**config.mk**
```make
export PLATFORM = sky130hd
export DESIGN_NAME = cac_control_mode
export DESIGN_NICKNAME = d
export VERILOG_FILES = /design/src/cac_pkg.sv /design/src/cac_control_mode.sv
export SDC_FILE = /design/constraint.sdc
export NUM_CORES = 1
export LEC_CHECK = 0
export BUFFER_PORTS_ARGS = -buffer_cell sky130_fd_sc_hd__clkbuf_2
export CAP_MARGIN = 25
export CORE_UTILIZATION = 42
export CTS_BUF_LIST = sky130_fd_sc_hd__clkbuf_4 sky130_fd_sc_hd__clkbuf_8
export DETAILED_ROUTE_END_ITERATION = 16
export PLACE_DENSITY = 0.72
export SYNTH_ARGS = -nofsm -noshare
export SYNTH_HDL_FRONTEND = slang
export SYNTH_SLANG_ARGS = --single-unit
```
**constraint.sdc**
```tcl
create_clock -name clock -period 1.94 [get_ports clock]
set_input_delay 0.097 -clock clock [delete_from_list [all_inputs] [get_ports clock]]
set_output_delay 0.097 -clock clock [all_outputs]
set_load 0.02 [all_outputs]
```
**src/cac_pkg.sv**
```systemverilog
// package: register map, field positions and timing for the counter array
package cac_pkg;
  localparam logic [7:0] ADDR_CONTROL  = 8'hD8;
  localparam logic [7:0] ADDR_MODE     = 8'hD9;
  localparam logic [7:0] CONTROL_RESET = 8'h00;
  localparam logic [7:0] MODE_RESET    = 8'h40;
  // control fields
  localparam int CTL_OVF  = 7;
  localparam int CTL_RUN  = 6;
  localparam int CTL_M2   = 2;
  // mode fields
  localparam int MD_IDLE  = 7;
  localparam int MD_WDEN  = 6;
  localparam int MD_LOCK  = 5;
  localparam int MD_SEL_LO = 1;
  localparam int MD_IRQ   = 0;
  localparam logic [7:0] CONTROL_WMASK = 8'hC7;
  localparam logic [7:0] MODE_WMASK    = 8'hEF;
  // timebase
  localparam logic [3:0] DIV12_LAST = 4'hB;
  localparam logic [3:0] DIV4_LAST  = 4'h3;
  localparam logic [2:0] EXT_DIV_LAST = 3'h7;
  typedef enum logic [2:0] {
    TB_DIV12 = 3'h0, TB_DIV4 = 3'h1, TB_T0OVF = 3'h2,
    TB_ECI = 3'h3, TB_SYS = 3'h4, TB_EXTDIV8 = 3'h5
  } cac_timebase_t;
  typedef struct packed {
    logic       wr;
    logic       rd;
    logic [7:0] addr;
    logic [7:0] wdata;
  } cac_sfr_req_t;
  typedef struct packed {
    logic [2:0] match_event;
    logic       timer0_overflow;
    logic       external_count_input;
    logic       external_clock;
    logic       cpu_idle;
  } cac_events_t;
endpackage

```
**src/cac_control_mode.sv**
```systemverilog
// counter array run control, flags, timebase select and watchdog mode bits
`timescale 1ns/1ps
`default_nettype none
// Functional notes
// - set overflow flag on FFFF to 0000 wrap
// - overflow flag requests interrupt when enabled
// - run bit starts and stops the counter
// - control bits five to three read zero
// - module match events set flags zero to two
// - idle suspend halts array during cpu idle
// - watchdog enable resets to one, claims module2
// - lock blocks clearing watchdog enable until reset
// - three-bit select chooses counter timebase
// - count falling edges of external input
// - external clock divided by eight, then synchronised
// - watchdog enabled freezes other mode bits
// - mode bit four reads zero
// - writing 1 to module2 flag while watchdog enabled forces watchdog reset
// - watchdog forces counter on; run reads software
module cac_control_mode (
  input  wire logic                  clock,
  input  wire logic                  rst,
  input  wire logic                  clk_en,
  input  wire cac_pkg::cac_sfr_req_t sfr,
  output logic [7:0]                 sfr_rdata,
  input  wire cac_pkg::cac_events_t  ev,
  input  wire logic [2:0]            module_irq_enable,
  output logic                       counter_array_irq,
  output logic                       watchdog_reset,
  output logic [15:0]                array_count,
  output logic                       count_tick,
  output logic                       watchdog_enable
);
  ////////////////////////////////////////////////////////////////////////
  logic [7:0]  control;
  logic [7:0]  next_control;
  logic [7:0]  mode;
  logic [7:0]  next_mode;
  logic [15:0] next_array_count;
  logic [3:0]  prescale;
  logic [3:0]  next_prescale;
  logic [2:0]  ext_div;
  logic [2:0]  next_ext_div;
  logic        ext_div_msb_q;
  logic        ext_sync1;
  logic        ext_sync2;
  logic        ext_sync3;
  logic        eci_q;
  logic        next_watchdog_reset;
  logic        running;
  logic        active;
  logic        tick;
  logic        ctl_wr;
  logic        md_wr;
  logic [2:0]  sel;

  assign ctl_wr = sfr.wr && (sfr.addr == cac_pkg::ADDR_CONTROL);
  assign md_wr  = sfr.wr && (sfr.addr == cac_pkg::ADDR_MODE);
  assign sel    = mode[cac_pkg::MD_SEL_LO +: 3];
  assign watchdog_enable = mode[cac_pkg::MD_WDEN];

  // counting runs while run bit or watchdog enable is set; idle suspend halts it
  assign running = control[cac_pkg::CTL_RUN] || watchdog_enable;
  assign active  = !(mode[cac_pkg::MD_IDLE] && ev.cpu_idle);

  ////////////////////////////////////////////////////////////////////////
  // external clock divide: own domain edge is sampled as a synchronous
  // input, so the divider runs on sampled edges; its msb is then synced
  logic ext_clk_q;
  always_ff @(posedge clock or posedge rst) begin
    if (rst) begin
      ext_clk_q <= 1'b0;
      eci_q     <= 1'b0;
    end else if (clk_en) begin
      ext_clk_q <= ev.external_clock;
      eci_q     <= ev.external_count_input;
    end
  end

  always_comb begin
    next_ext_div = ext_div;
    if (ev.external_clock && !ext_clk_q) begin
      next_ext_div = ext_div + 3'h1;
    end
  end

  always_ff @(posedge clock or posedge rst) begin
    if (rst) begin
      ext_div       <= 3'h0;
      ext_div_msb_q <= 1'b0;
      ext_sync1     <= 1'b0;
      ext_sync2     <= 1'b0;
      ext_sync3     <= 1'b0;
    end else if (clk_en) begin
      ext_div       <= next_ext_div;
      ext_div_msb_q <= ext_div[2];
      ext_sync1     <= ext_div_msb_q;
      ext_sync2     <= ext_sync1;
      ext_sync3     <= ext_sync2;
    end
  end

  ////////////////////////////////////////////////////////////////////////
  // timebase select
  always_comb begin
    next_prescale = prescale;
    tick = 1'b0;
    case (sel)
      cac_pkg::TB_DIV12: begin
        tick = (prescale >= cac_pkg::DIV12_LAST);
        next_prescale = tick ? 4'h0 : prescale + 4'h1;
      end
      cac_pkg::TB_DIV4: begin
        tick = (prescale >= cac_pkg::DIV4_LAST);
        next_prescale = tick ? 4'h0 : prescale + 4'h1;
      end
      cac_pkg::TB_T0OVF:   tick = ev.timer0_overflow;
      cac_pkg::TB_ECI:     tick = eci_q && !ev.external_count_input;
      cac_pkg::TB_SYS:     tick = 1'b1;
      cac_pkg::TB_EXTDIV8: tick = ext_sync2 && !ext_sync3;
      default:             tick = 1'b0;
    endcase
    if (!active) begin
      next_prescale = prescale;
      tick = 1'b0;
    end
  end
  assign count_tick = tick && running;

  ////////////////////////////////////////////////////////////////////////
  // counter and control register
  always_comb begin
    next_array_count = array_count;
    next_control = control;
    if (count_tick) begin
      next_array_count = array_count + 16'h0001;
    end
    if (ctl_wr) begin
      next_control = sfr.wdata & cac_pkg::CONTROL_WMASK;
    end
    // hardware sets win over a software clear in the same cycle
    if (count_tick && (array_count == 16'hFFFF)) begin
      next_control[cac_pkg::CTL_OVF] = 1'b1;
    end
    for (int i = 0; i < 3; i++) begin
      if (ev.match_event[i]) begin
        next_control[i] = 1'b1;
      end
    end
  end

  // watchdog reset: software writes 1 to module2 flag while enabled
  always_comb begin
    next_watchdog_reset = ctl_wr && sfr.wdata[cac_pkg::CTL_M2]
                          && watchdog_enable;
  end

  ////////////////////////////////////////////////////////////////////////
  // mode register
  always_comb begin
    next_mode = mode;
    if (md_wr) begin
      if (watchdog_enable) begin
        // only enable/lock may change; lock keeps enable set
        next_mode[cac_pkg::MD_WDEN] = sfr.wdata[cac_pkg::MD_WDEN]
                                      || mode[cac_pkg::MD_LOCK];
        next_mode[cac_pkg::MD_LOCK] = sfr.wdata[cac_pkg::MD_LOCK]
                                      || mode[cac_pkg::MD_LOCK];
      end else begin
        next_mode = sfr.wdata & cac_pkg::MODE_WMASK;
        // setting lock also enables the watchdog
        if (sfr.wdata[cac_pkg::MD_LOCK]) begin
          next_mode[cac_pkg::MD_WDEN] = 1'b1;
        end
      end
    end
  end

  always_ff @(posedge clock or posedge rst) begin
    if (rst) begin
      control        <= cac_pkg::CONTROL_RESET;
      mode           <= cac_pkg::MODE_RESET;
      array_count    <= 16'h0000;
      prescale       <= 4'h0;
      watchdog_reset <= 1'b0;
    end else if (clk_en) begin
      control        <= next_control;
      mode           <= next_mode;
      array_count    <= next_array_count;
      prescale       <= next_prescale;
      watchdog_reset <= next_watchdog_reset;
    end
  end

  ////////////////////////////////////////////////////////////////////////
  // interrupt request and read data
  assign counter_array_irq =
      (control[cac_pkg::CTL_OVF] && mode[cac_pkg::MD_IRQ])
      || |(control[2:0] & module_irq_enable);

  always_comb begin
    sfr_rdata = 8'h00;
    if (sfr.addr == cac_pkg::ADDR_CONTROL) begin
      sfr_rdata = control & cac_pkg::CONTROL_WMASK;
    end else if (sfr.addr == cac_pkg::ADDR_MODE) begin
      sfr_rdata = mode & cac_pkg::MODE_WMASK;
    end
  end

  ////////////////////////////////////////////////////////////////////////
  // assertions
  property p_ovf_set;
    @(posedge clock) disable iff (rst)
    clk_en && count_tick && array_count == 16'hFFFF
      |=> control[cac_pkg::CTL_OVF] && array_count == 16'h0000;
  endproperty
  a_ovf_set: assert property (p_ovf_set) else $error("overflow flag not set");

  property p_irq;
    @(posedge clock) disable iff (rst)
    control[cac_pkg::CTL_OVF] && mode[cac_pkg::MD_IRQ] |-> counter_array_irq;
  endproperty
  a_irq: assert property (p_irq) else $error("missing interrupt");

  property p_flag_sticky;
    @(posedge clock) disable iff (rst)
    clk_en && control[cac_pkg::CTL_OVF] && !ctl_wr
      |=> control[cac_pkg::CTL_OVF];
  endproperty
  a_flag_sticky: assert property (p_flag_sticky) else $error("flag lost");

  property p_stopped;
    @(posedge clock) disable iff (rst)
    !control[cac_pkg::CTL_RUN] && !watchdog_enable |-> !count_tick;
  endproperty
  a_stopped: assert property (p_stopped) else $error("counted while off");

  property p_idle;
    @(posedge clock) disable iff (rst)
    mode[cac_pkg::MD_IDLE] && ev.cpu_idle |-> !count_tick;
  endproperty
  a_idle: assert property (p_idle) else $error("counted in idle");

  property p_lock;
    @(posedge clock) disable iff (rst)
    clk_en && mode[cac_pkg::MD_LOCK] |=> watchdog_enable;
  endproperty
  a_lock: assert property (p_lock) else $error("locked enable cleared");

  property p_frozen;
    @(posedge clock) disable iff (rst)
    clk_en && watchdog_enable |=> sel == $past(sel);
  endproperty
  a_frozen: assert property (p_frozen) else $error("select changed");

  property p_wdreset;
    @(posedge clock) disable iff (rst)
    clk_en && ctl_wr && sfr.wdata[2] && watchdog_enable |=> watchdog_reset;
  endproperty
  a_wdreset: assert property (p_wdreset) else $error("no wd reset");

  property p_sys_tick;
    @(posedge clock) disable iff (rst)
    sel == 3'h4 && active && running |-> count_tick;
  endproperty
  a_sys_tick: assert property (p_sys_tick) else $error("no sys tick");

  c_ovf:  cover property (@(posedge clock) control[cac_pkg::CTL_OVF]);
  c_wdr:  cover property (@(posedge clock) watchdog_reset);
  c_lock: cover property (@(posedge clock) mode[cac_pkg::MD_LOCK]);
endmodule
`default_nettype wire

```
## After elaboration in Yosys (flattened, before gate mapping)

Index checks and enable logic that the tools add are counted.

- Register bits after elaboration: 42
- Latch bits: 0
- Bits in writable memories: 0
- ROM bits: 0
- Input port bits: 31
- Output and inout port bits: 28
- Memories: 0

- $add $sub $neg: 3
- $mul: 0
- Div/mod/pow operators: 0
- Magnitude comparators: 2
- Eq/ne operators: 8
- Shifts and indexed selects: 0
- Mux-type cells: 14
- Bitwise logic cells: 3
- Reduce and logical (&&, ||, !) cells: 35

Operators by type and width:

| cell | count |
|---|---|
| two-way mux 8 bit | 3 |
| adder 16 x 1 -> 16 bit (second input constant) | 1 |
| equality test 16 bit (second input constant) | 1 |
| equality test 8 bit (second input constant) | 2 |
| AND reduction 2 bit | 8 |
| logical AND 1 bit | 11 |
| nonzero test 2 bit | 5 |
| two-way mux 4 bit | 2 |
| case mux 4 bit (2 select lines) | 1 |
| equality test 3 x 2 -> 1 bit (second input constant) | 2 |
| equality test 3 bit (second input constant) | 2 |
| two-way mux 1 bit | 6 |
| case mux 1 bit (6 select lines) | 1 |
| AND reduction 3 bit | 2 |
| adder 4 x 1 -> 4 bit (second input constant) | 1 |
| >= comparator 4 x 2 -> 1 bit (second input constant) | 1 |
| >= comparator 4 bit (second input constant) | 1 |
| logical OR 1 bit | 4 |
| adder 3 x 1 -> 3 bit (second input constant) | 1 |
| AND 3 bit | 1 |
| equality test 3 x 1 -> 1 bit (second input constant) | 1 |
| logical NOT 1 bit | 3 |
| logical NOT 3 bit | 1 |
| OR reduction 3 bit | 1 |
| 2 further kinds | 3 |

## Logic depth before layout (Yosys ltp)

Gate-level depths: netlist (run 1).

- Word-level depth: 8
- Gate-level depth with buffers: 7
- Depth with buffers taken out: 6

## Worst setup path after synthesis (run 1)

No wires, ideal clock.

- Kind: flip-flop to flip-flop
- Start: reg prescale[0]
- End: reg array_count[3]
- Data arrival time: 1,834 ps
- Setup slack: -29 ps
- Cell stages (with the launch flop): 8
- Buffers on the path: 1
- Clock period less this slack: 1,969 ps
- Path through: dfrtp_1 ha_1 o31ai_1 a21boi_1 o31ai_2 buf_2 nor3_1 xor2_1

- Longest elaborated chain between the ends: 5

RTL lines:

| item | line | RTL |
|---|---|---|
| start: declaration | cac_control_mode.sv:40 | `logic [3:0] prescale;` |
| start signal: assignment | cac_control_mode.sv:190 | `prescale <= next_prescale;` |
| >= comparator 4 x 2 -> 1 bit / >= comparator 4 bit (equally long branches) | cac_control_mode.sv:114, cac_control_mode.sv:110 |  |
| case mux 1 bit (6 select lines) (*) | cac_control_mode.sv:108 | `case (sel)` |
| two-way mux 1 bit (*) | cac_control_mode.sv:123 | `if (!active) begin` |
| logical AND 1 bit (*) | cac_control_mode.sv:128 | `assign count_tick = tick && running;` |
| AND reduction 2 bit (no source line) (*) | n/a |  |
| end signal: assignment | cac_control_mode.sv:189 | `array_count <= next_array_count;` |
| end: declaration | cac_control_mode.sv:30 | `output logic [15:0] array_count,` |

Mark *: on every way between the ends. The rest lies on a longest branch, timed or not.
A chain may end at the register's enable or synchronous reset.

## Final worst setup path (run 1)

- Start: reg mode[1]
- End: reg array_count[11]

- Longest elaborated chain between the ends: 5

RTL lines:

| item | line | RTL |
|---|---|---|
| start: declaration | cac_control_mode.sv:37 | `logic [7:0] mode;` |
| start signal: assignment | cac_control_mode.sv:182 | `mode <= cac_pkg::MODE_RESET;` |
| start signal: assignment | cac_control_mode.sv:188 | `mode <= next_mode;` |
| equality test 3 bit (tied with other cells) | cac_control_mode.sv:108 |  |
| case mux 1 bit (6 select lines) (*) | cac_control_mode.sv:108 |  |
| two-way mux 1 bit (*) | cac_control_mode.sv:123 |  |
| logical AND 1 bit (*) | cac_control_mode.sv:128 |  |
| AND reduction 2 bit (no source line) (*) | n/a |  |

Marks and branches as above.

==> metrics, run 1 <==
status=complete, no violations; CP max stage delay=0.48 ns; multi-input logic area=1061 µm²; vias per inst=5.159; site row count=25; Core ar.=just under 5000 µm²; Slowest-stage cell, CP=dfrtp_1; Avg WL per Cell=between 10 and 15 µm; Reg area=1054 µm²; Yosys cell types=43; die height=roughly 73 µm; syn_nets=233; initial antenna violation count=0; CP Capture Type=flip-flop; clk root buf=clkbuf_8; Die ar.=5362 µm²; routability cong.=0.8520; FF+latch count, synth=42; Congestion Overflow GR=0; Post-route DRC=0; top post-synthesis cells by count=41 x dfrtp_1, 17 x nand2_1, 14 x nor2_1; GRT Overall Usage=19.47%; Worst Skew=0.009530 ns; number of synthesized flops with an enable pin=0; CP arrival=2.06 ns; CTS Sinks=42; Max-cap violations=0; post-synth top area share=48.15%; CP Cell Sequence=nand2b_1, a21oi_1, o31ai_4, buf_6, nor4_1, xnor2_1; share of cells above drive strength 1=39.93%; Synth area leaders=dfrtp_1 48%, mux2_2 6.9%, xor2_1 5.3%, mux2i_1 3.3%, nand2_1 3.0%; Area Growth Syn to Fin=30.24%; total power divided by cell area=773.9 nW/µm²; # setup viols final=0; ANT nets after route=0; CTS Buffer Depth=2; I/O pins=59; syn avg cell area=between 10 and 15 µm²; CTS tree=yes; Worst Setup Start Kind=flip-flop; Worst IR Drop VDD=~0.00046 V; Slew Viols, Final=0; first-pass GRT wire length=a little under 8 mm; post-layout min period=1.841 ns; Synth Cell Area=2131 µm²; Slew HR=63.76%; Starting Density=44.23%; # nets final=311; PortBufs=55; largest net degree at the start of global routing=43; Fmax achieved=543.1 MHz; final worst-path setup slack=0.09863 ns; Util after Layout=57.61%; critical path type=reg -> reg; Final period util=94.92%; Async SR Flop Fraction=100.0%; Clock Latency Late Sink=0.30 ns; RSZ-0062 raised after global routing=true; dpl hpwl=roughly 3.4 mm; Yosys warnings=0; Die Width=73.23 µm; Worst Path Buf+Inv=1; total power=2.148 mW; clk slew on worst S/H paths=0.08 ns; Worst Path Required=about 2.2 ns; Fillers=~450; worst hold path type=in -> reg; drt first pass iters=4; crit path max fanout=8; TritonCTS buffer count=5; final-report hold violation count=0; Seq/Total Area, Yosys=49.38%; Diodes inserted=0; 1st-iter DRT viols=57; DP Worst Slack=0.01269 ns; main flop type after synthesis=dfrtp_1; drt total wl=4.733 mm; via count=1,780; Synth Instances=around 200; htree depth=2; area leader, netlist=dfrtp_1; count leader, synth=dfrtp_1; P_leak=approximately 1.4 nW; vias in the first global route=1,754; delay-heaviest family, CP=simple AND/OR/NAND/NOR gates; worst slew pin tran=roughly 0.54 ns
==> what timing repair did <==
item                                   in CTS  in global routing
hold buffers                                1                  0
endpoints found under the hold margin      41                  0
setup buffers                               0                  3
pin swaps                                   1                  2
resized for setup                           2                  8
setup endpoints to repair                   7                 17
==> through the flow <==
step | instances | TNS (ns) | area, µm² | hold WS [ns]
finish | 345 | 0 | 2775 | 0.03464
global route | 345 | -0.01021 | 2775 | 0.03384
CTS | 342 | 0 | 2713 | 0.02176
detailed placement | 333 | 0 | 2599 | 0.2407
global placement | 333 | 0 | 2599 | 0.2388
floorplan | 199 | 0 | 2140 | 0.2315
==> routing by layer <==
metal  share of wire [%]  wire [µm]  up-vias  global-route usage [%]
met1                  44       2076      869                   25.09
met4                 1.4         67        0                   7.407
met3                 3.9        183        9                   4.282
met5                   0          0        -                       0
met2                  51       2406       39                   32.00
li1                    -          -      863                       -
==> cells by family (layout without fill, tap and decap cells) <==
logic type / Yosys count / in the layout / share of synthesized area [%]
muxes: 20 / 20 / 10.16
DFF: 42 / 42 / 49.38
xor gates and xnor gates: 17 / 17 / 6.988
adders and majority gates: 3 / 3 / 1.762
and+or+nand+nor: 82 / 82 / 21.32
other: 1 / 1 / 0.1760
AOI/OAI and AO/OA: 21 / 21 / 7.692
buffers and inverters: 13 / 92 / 2.525
==> flip-flops by register name, summed over array words and instances, names as in the netlist <==
| name | cells |
|---|---|
| array_count | 16 |
| mode | 7 |
| control | 5 |
| prescale | 4 |
| ext_div | 3 |
| eci_q | 1 |
| ext_clk_q | 1 |
| ext_div_msb_q | 1 |
| ext_sync1 | 1 |
| ext_sync2 | 1 |
| ext_sync3 | 1 |
| watchdog_reset | 1 |
==> cell type report <==
type	instances	share of cell area, %
clock buffers	7	3.246
multi-input cells	144	38.23
clock inverters	1	0.1803
repair buffers	75	16.14
flip-flops and latches	42	37.96
inverters	9	1.217
well taps	67	3.021
==> worst paths after layout <==
path / start / end / slack [ns] / cells after the start
hold / removal: sfr[3] / mode[3] / 0.03 / 2
setup / recovery: mode[1] / array_count[11] / 0.1 / 6
setup reg to reg: mode[1] / array_count[11] / 0.1 / 6
min in group asynchronous: rst / array_count[13] / 0.46 / 4
max in group asynchronous: rst / mode[2] / 1.07 / 4
hold reg to reg: ext_div[2] / ext_div[2] / 0.48 / 1
==> cell usage in the layout, fill, tap and decap left out, types with 2 or more instances in the layout <==
cell      instances
clkbuf_2         55
xor2_1           13
nand3_1          10
nand2_1          17
dfrtp_1          40
mux2i_1           7
nor4_1            2
nand2b_1          4
o21ai_0           4
a221o_1           3
nor4_2            5
inv_1             9
nor3_1           11
clkbuf_8          6
buf_6             2
a21oi_1           2
ha_1              2
xnor2_1           4
buf_4            16
and3_1            2
a22oi_1           2
nor2_1           14
nand4_1           2
nor2b_1           4
or3_1             3
mux2_2           13
==> where the power goes <==
group | total, mW | internal (mW) | switching, mW
sequential | 1.10 | 1.00 | 0.0994
combinational | 0.450 | 0.234 | 0.216
clock | 0.598 | 0.301 | 0.296
total | 2.15 | 1.54 | 0.612
(Power assumes the default switching activity.)
==> inputs of run 2 (changes only) <==
Settings changed: CORE_UTILIZATION 42 to 35, PLACE_DENSITY 0.72 to 0.6.
Clock period 1.94 ns to 1.9 ns, I/O delays scaled along.
==> run 2 against run 1 <==
  * Core utilization is 9.4 points lower
  * Final cell count rose by 3.2%
  * Critical path type unchanged
  * Clock power rose by 1%
  * Wire length rose by 0.70%
  * Critical endpoint is now control[7]
  * Non-clock buffer count grew 3
  * First-iteration DRC count is 1.8% lower
  * Total power increased by 4.2%
==> metrics, run 2 (same netlist as run 1, synthesis figures left out) <==
Critical R2R Capture=control[7]; largest net degree at the start of global routing=43; Slowest-stage cell, CP=or4_4; Fmax achieved=540.8 MHz; # setup viols final=0; post-layout min period=1.849 ns; dpl hpwl=3.370 mm; Top Registers=array_count x16, mode x7, control x5; Top reg by flops=array_count; Clock Latency Late Sink=0.30 ns; final worst-path setup slack=0.05078 ns; drt total wl=roughly 4.8 mm; delay-heaviest family, CP=simple AND/OR/NAND/NOR gates; Placed Cells=343; worst r2r src=mode[2]; Post-Layout Cell Count=356; Worst IR Drop VDD=around 0.00047 V; R2R Setup Slk=0.05 ns; Core ar.=5886 µm²; DP Worst Slack=around 0.035 ns; Die ar.=6404 µm²; vias in the first global route=1,677; I/O pins=59; r2r worst-path depth=5; Worst Path Buf+Inv=0; site row count=28; worst hold path type=in -> reg; Area Growth Syn to Fin=33.18%; Slew HR=64.18%; most frequent cells in the layout=55 x clkbuf_2, 38 x dfrtp_1, 21 x buf_4; ANT nets after route=0; share of cells above drive strength 1=43.77%; TritonCTS buffer count=5; Hold Crit Depth=2; worst slew pin tran=between 0.5 and 0.6 ns; routability cong.=0.7315; multi-input logic area=1105 µm²; critical path type=reg -> reg; initial antenna violation count=0; total power=2.239 mW; CTS Buffer Depth=2; Congestion Overflow GR=0; Die Width=between 80 and 90 µm; htree depth=2; setup TNS=0 ns; Diodes inserted=0; GRT Overall Usage=15.73%; Worst Setup Start Kind=flip-flop; Worst Hold Endpoint=control[1]; commonest non-fill, non-tap cell in the layout=clkbuf_2; Fillers=between 500 and 600; CP Capture Type=flip-flop; worst hold start=ev[5]; CP arrival=just over 2 ns; status=complete, no violations; Reg area=about 1100 µm²; crit path max fanout=8; 1st-iter DRT viols=56; Starting Density=36.20%; first-pass GRT wire length=7.769 mm; clk slew on worst S/H paths=0.08 ns; Util after Layout=about half; vias per inst=4.933; # nets final=314; final-report hold violation count=0; CTS tree=yes; Max-cap violations=0; Avg WL per Cell=13.39 µm; drt first pass iters=4; via count=around 1,800; clk root buf=clkbuf_8; die height=between 80 and 90 µm; Final period util=between 90% and 100%; max FFs per register=16; P_leak=1.397 nW; Post-route DRC=0; CTS Sinks=42; PortBufs=55; Worst Skew=about 0.0098 ns; total power divided by cell area=788.9 nW/µm²; Slew Viols, Final=0; CP Cell Sequence=nand2_2, o211ai_4, or4_4, or3_1, o21ai_2; Worst Path Required=2.12 ns; CP max stage delay=0.59 ns
[run 2: changes by cell type in the layout (fill, tap and decap cells not counted), moves of 2 or more]
cell	delta
a21oi_1	-2
a21oi_2	+2
buf_4	+5
dfrtp_1	-2
dfrtp_2	+2
nor3_1	-2
nor3_2	+2
[run 2: layout make-up]
class | count | area share, %
sequential | 42 | 37.21
timing repair buffer | 78 | 16.01
clock inverter | 2 | 0.4409
multi-input combinational | 144 | 38.93
clock buffer | 6 | 2.910
tap | 75 | 3.307
inverter | 9 | 1.190
[run 2: metal layers]
layer	routed length, µm	global-route usage, %	vias to the layer above
met5	0	0	-
met4	49	4.464	0
met3	283	3.886	6
met2	2187	25.30	54
met1	2246	20.96	832
li1	-	-	864
[run 2: worst max-delay path by stage]
stage	startpoint	end	slack (ns)	cells past startpoint
after floorplan	prescale[0]	array_count[3]	0.02	7
after global placement	prescale[0]	array_count[1]	0.06	7
after detailed placement	mode[2]	array_count[13]	0.03	6
after CTS	mode[2]	array_count[11]	0.01	6
after global routing	mode[2]	control[7]	-0.04	5
final	mode[2]	control[7]	0.05	5
[run 2: stage by stage]
step | hold WS [ns] | cell area (µm²)
floorplan | 0.2295 | 2142
finish | 0.02999 | 2838
detailed placement | 0.2449 | 2624
global placement | 0.2481 | 2624
CTS | 0.01974 | 2738
global route | 0.02740 | 2838
[run 2: what timing repair did]
action / in CTS / in global routing
hold buffers: 1 / 0
setup buffers: 0 / 4
pin swaps: 0 / 4
resized for setup: 2 / 18
hold endpoints to repair: 41 / 0
endpoints found under the setup margin: 2 / 17
[run 2: power breakdown]
group	switching, mW	internal (mW)	leakage (nW)
clock network	0.314	0.292	0.0472
logic	0.236	0.272	0.834
registers	0.103	1.02	0.516
==> inputs of run 3 (changes only) <==
Settings changed: CORE_MARGIN from default to 5.
Clock period 1.9 ns to 2.3 ns, I/O delays scaled along.
==> run 3 against run 2 <==
  * First-iteration DRC count rose by 38%
  * Global-route usage fell by 2.9 points
  * Sequential share of layout area rose by 2.9 points
  * Wire length fell by 0.99%
  * Clock power fell by 20%
  * Highest routed layer unchanged
==> metrics, run 3 (same netlist as run 1, synthesis figures left out) <==
Congestion Overflow GR=0; Placed Cells=329; vias per inst=4.956; status=complete, no violations; crit path max fanout=16; I/O pins=59; Fmax achieved=just over 500 MHz; Avg WL per Cell=13.96 µm; Post CTS Setup Buffer Count=0; vias in the first global route=1,679; P_leak=1.296 nW; share of cells above drive strength 1=33.84%; Post-route DRC=0; Starting Density=35.99%; setup TNS=0 ns; total power divided by cell area=663.9 nW/µm²; clk root buf=clkbuf_8; hold buffers post-CTS=1; Top reg by flops=array_count; Final period util=86.12%; Die Width=88.03 µm; worst hold start=ev[1]; ANT nets after route=0; htree depth=2; CP Cell Sequence=ha_1, o31ai_1, a21boi_1, o31ai_2, buf_12, nor2_1, mux2_2; most frequent cells in the layout=55 x clkbuf_2, 41 x dfrtp_1, 17 x nand2_1; GRT Overall Usage=12.80%; largest net degree at the start of global routing=43; site row count=28; final-report hold violation count=0; CP arrival=2.16 ns; CTS Sinks=42; commonest non-fill, non-tap cell in the layout=clkbuf_2; Area Growth Syn to Fin=23.08%; Slowest-stage cell, CP=dfrtp_1; via count=approximately 1,700; first-pass GRT wire length=7.783 mm; CP Capture Type=flip-flop; Hold Crit Depth=3; dpl hpwl=3.514 mm; # setup viols final=0; critical path type=reg -> reg; max FFs per register=16; Clock Latency Late Sink=0.30 ns; r2r worst-path depth=7; worst hold path type=in -> reg; Worst Path Buf+Inv=1; Top Registers=array_count x16, mode x7, control x5; CP max stage delay=0.42 ns; Slew HR=63.87%; CTS tree=yes; # nets final=296; Util after Layout=44.29%; delay-heaviest family, CP=compound AO/OA/AOI/OAI gates; drt total wl=4.719 mm; CTS Buffer Depth=2; Critical R2R Capture=array_count[1]; CTS resizes=0; Slew Viols, Final=0; Worst Path Required=2.48 ns; post-layout min period=1.981 ns; die height=88.03 µm; clk slew on worst S/H paths=0.08 ns; final worst-path setup slack=around 0.32 ns; Worst IR Drop VDD=0.0003791 V; Worst Hold Endpoint=ext_clk_q; Die ar.=approximately 7700 µm²; RSZ-0062 raised after global routing=false; PortBufs=between 50 and 60; Max-cap violations=0; Worst Skew=0.005692 ns; Post-Layout Cell Count=338; drt first pass iters=4; initial antenna violation count=0; worst slew pin tran=about 0.54 ns; DP Worst Slack=between 0.3 and 0.4 ns; routability cong.=roughly 0.76; 1st-iter DRT viols=77; total power=1.741 mW; TritonCTS buffer count=5; R2R Setup Slk=between 0.3 and 0.4 ns; Worst Setup Start Kind=flip-flop; Core ar.=5921 µm²; Diodes inserted=0; worst r2r src=prescale[0]
[run 3: routing by layer]
| metal | up-vias | part of all wire [%] | wire, µm | global-route usage [%] |
|---|---|---|---|---|
| met1 | 800 | 46 | 2157 | 16.90 |
| met5 | - | 0 | 0 | 0 |
| li1 | 826 | - | - | - |
| met3 | 8 | 6.4 | 301 | 3.763 |
| met4 | 0 | 1.5 | 70 | 4.258 |
| met2 | 41 | 46 | 2190 | 20.21 |
[run 3: cell type report]
class                           instances  area, µm²
Fill cell                             579       3298
Sequential cell                        42       1052
Tap cell                               75      93.84
Timing Repair Buffer                   60      327.8
Multi-Input combinational cell        144       1025
Clock buffer                            6      76.32
Clock inverter                          2      13.76
Inverter                                9      33.78
[run 3: how the worst max path moves through the flow]
stage / startpoint / to / depth (start not counted)
6_report: prescale[0] / array_count[1] / 7
5_1_grt: prescale[0] / array_count[1] / 7
4_1_cts: prescale[0] / array_count[1] / 7
3_5_place_dp: prescale[0] / array_count[1] / 7
3_3_place_gp: prescale[0] / array_count[1] / 7
2_1_floorplan: prescale[0] / array_count[3] / 7
[run 3: through the flow]
step                area (µm²)  hold WS (ns)
floorplan                 2131        0.2495
global placement          2522        0.2601
detailed placement        2522        0.2791
CTS                       2623       0.02635
global route              2623       0.04676
finish                    2623       0.03813
[run 3: tightest hold or removal path, stage by stage]
cell and delay, ns:
clkbuf_2 0.07, nand2_1 0.05, o21ai_0 0.06
[run 3: power by group]
group | internal, mW | total (mW) | switching (mW) | leakage, nW
Combinational | 0.168 | 0.325 | 0.157 | 0.727
Sequential | 0.844 | 0.929 | 0.0849 | 0.521
Clock | 0.226 | 0.487 | 0.260 | 0.0486
Total | 1.24 | 1.74 | 0.503 | 1.30
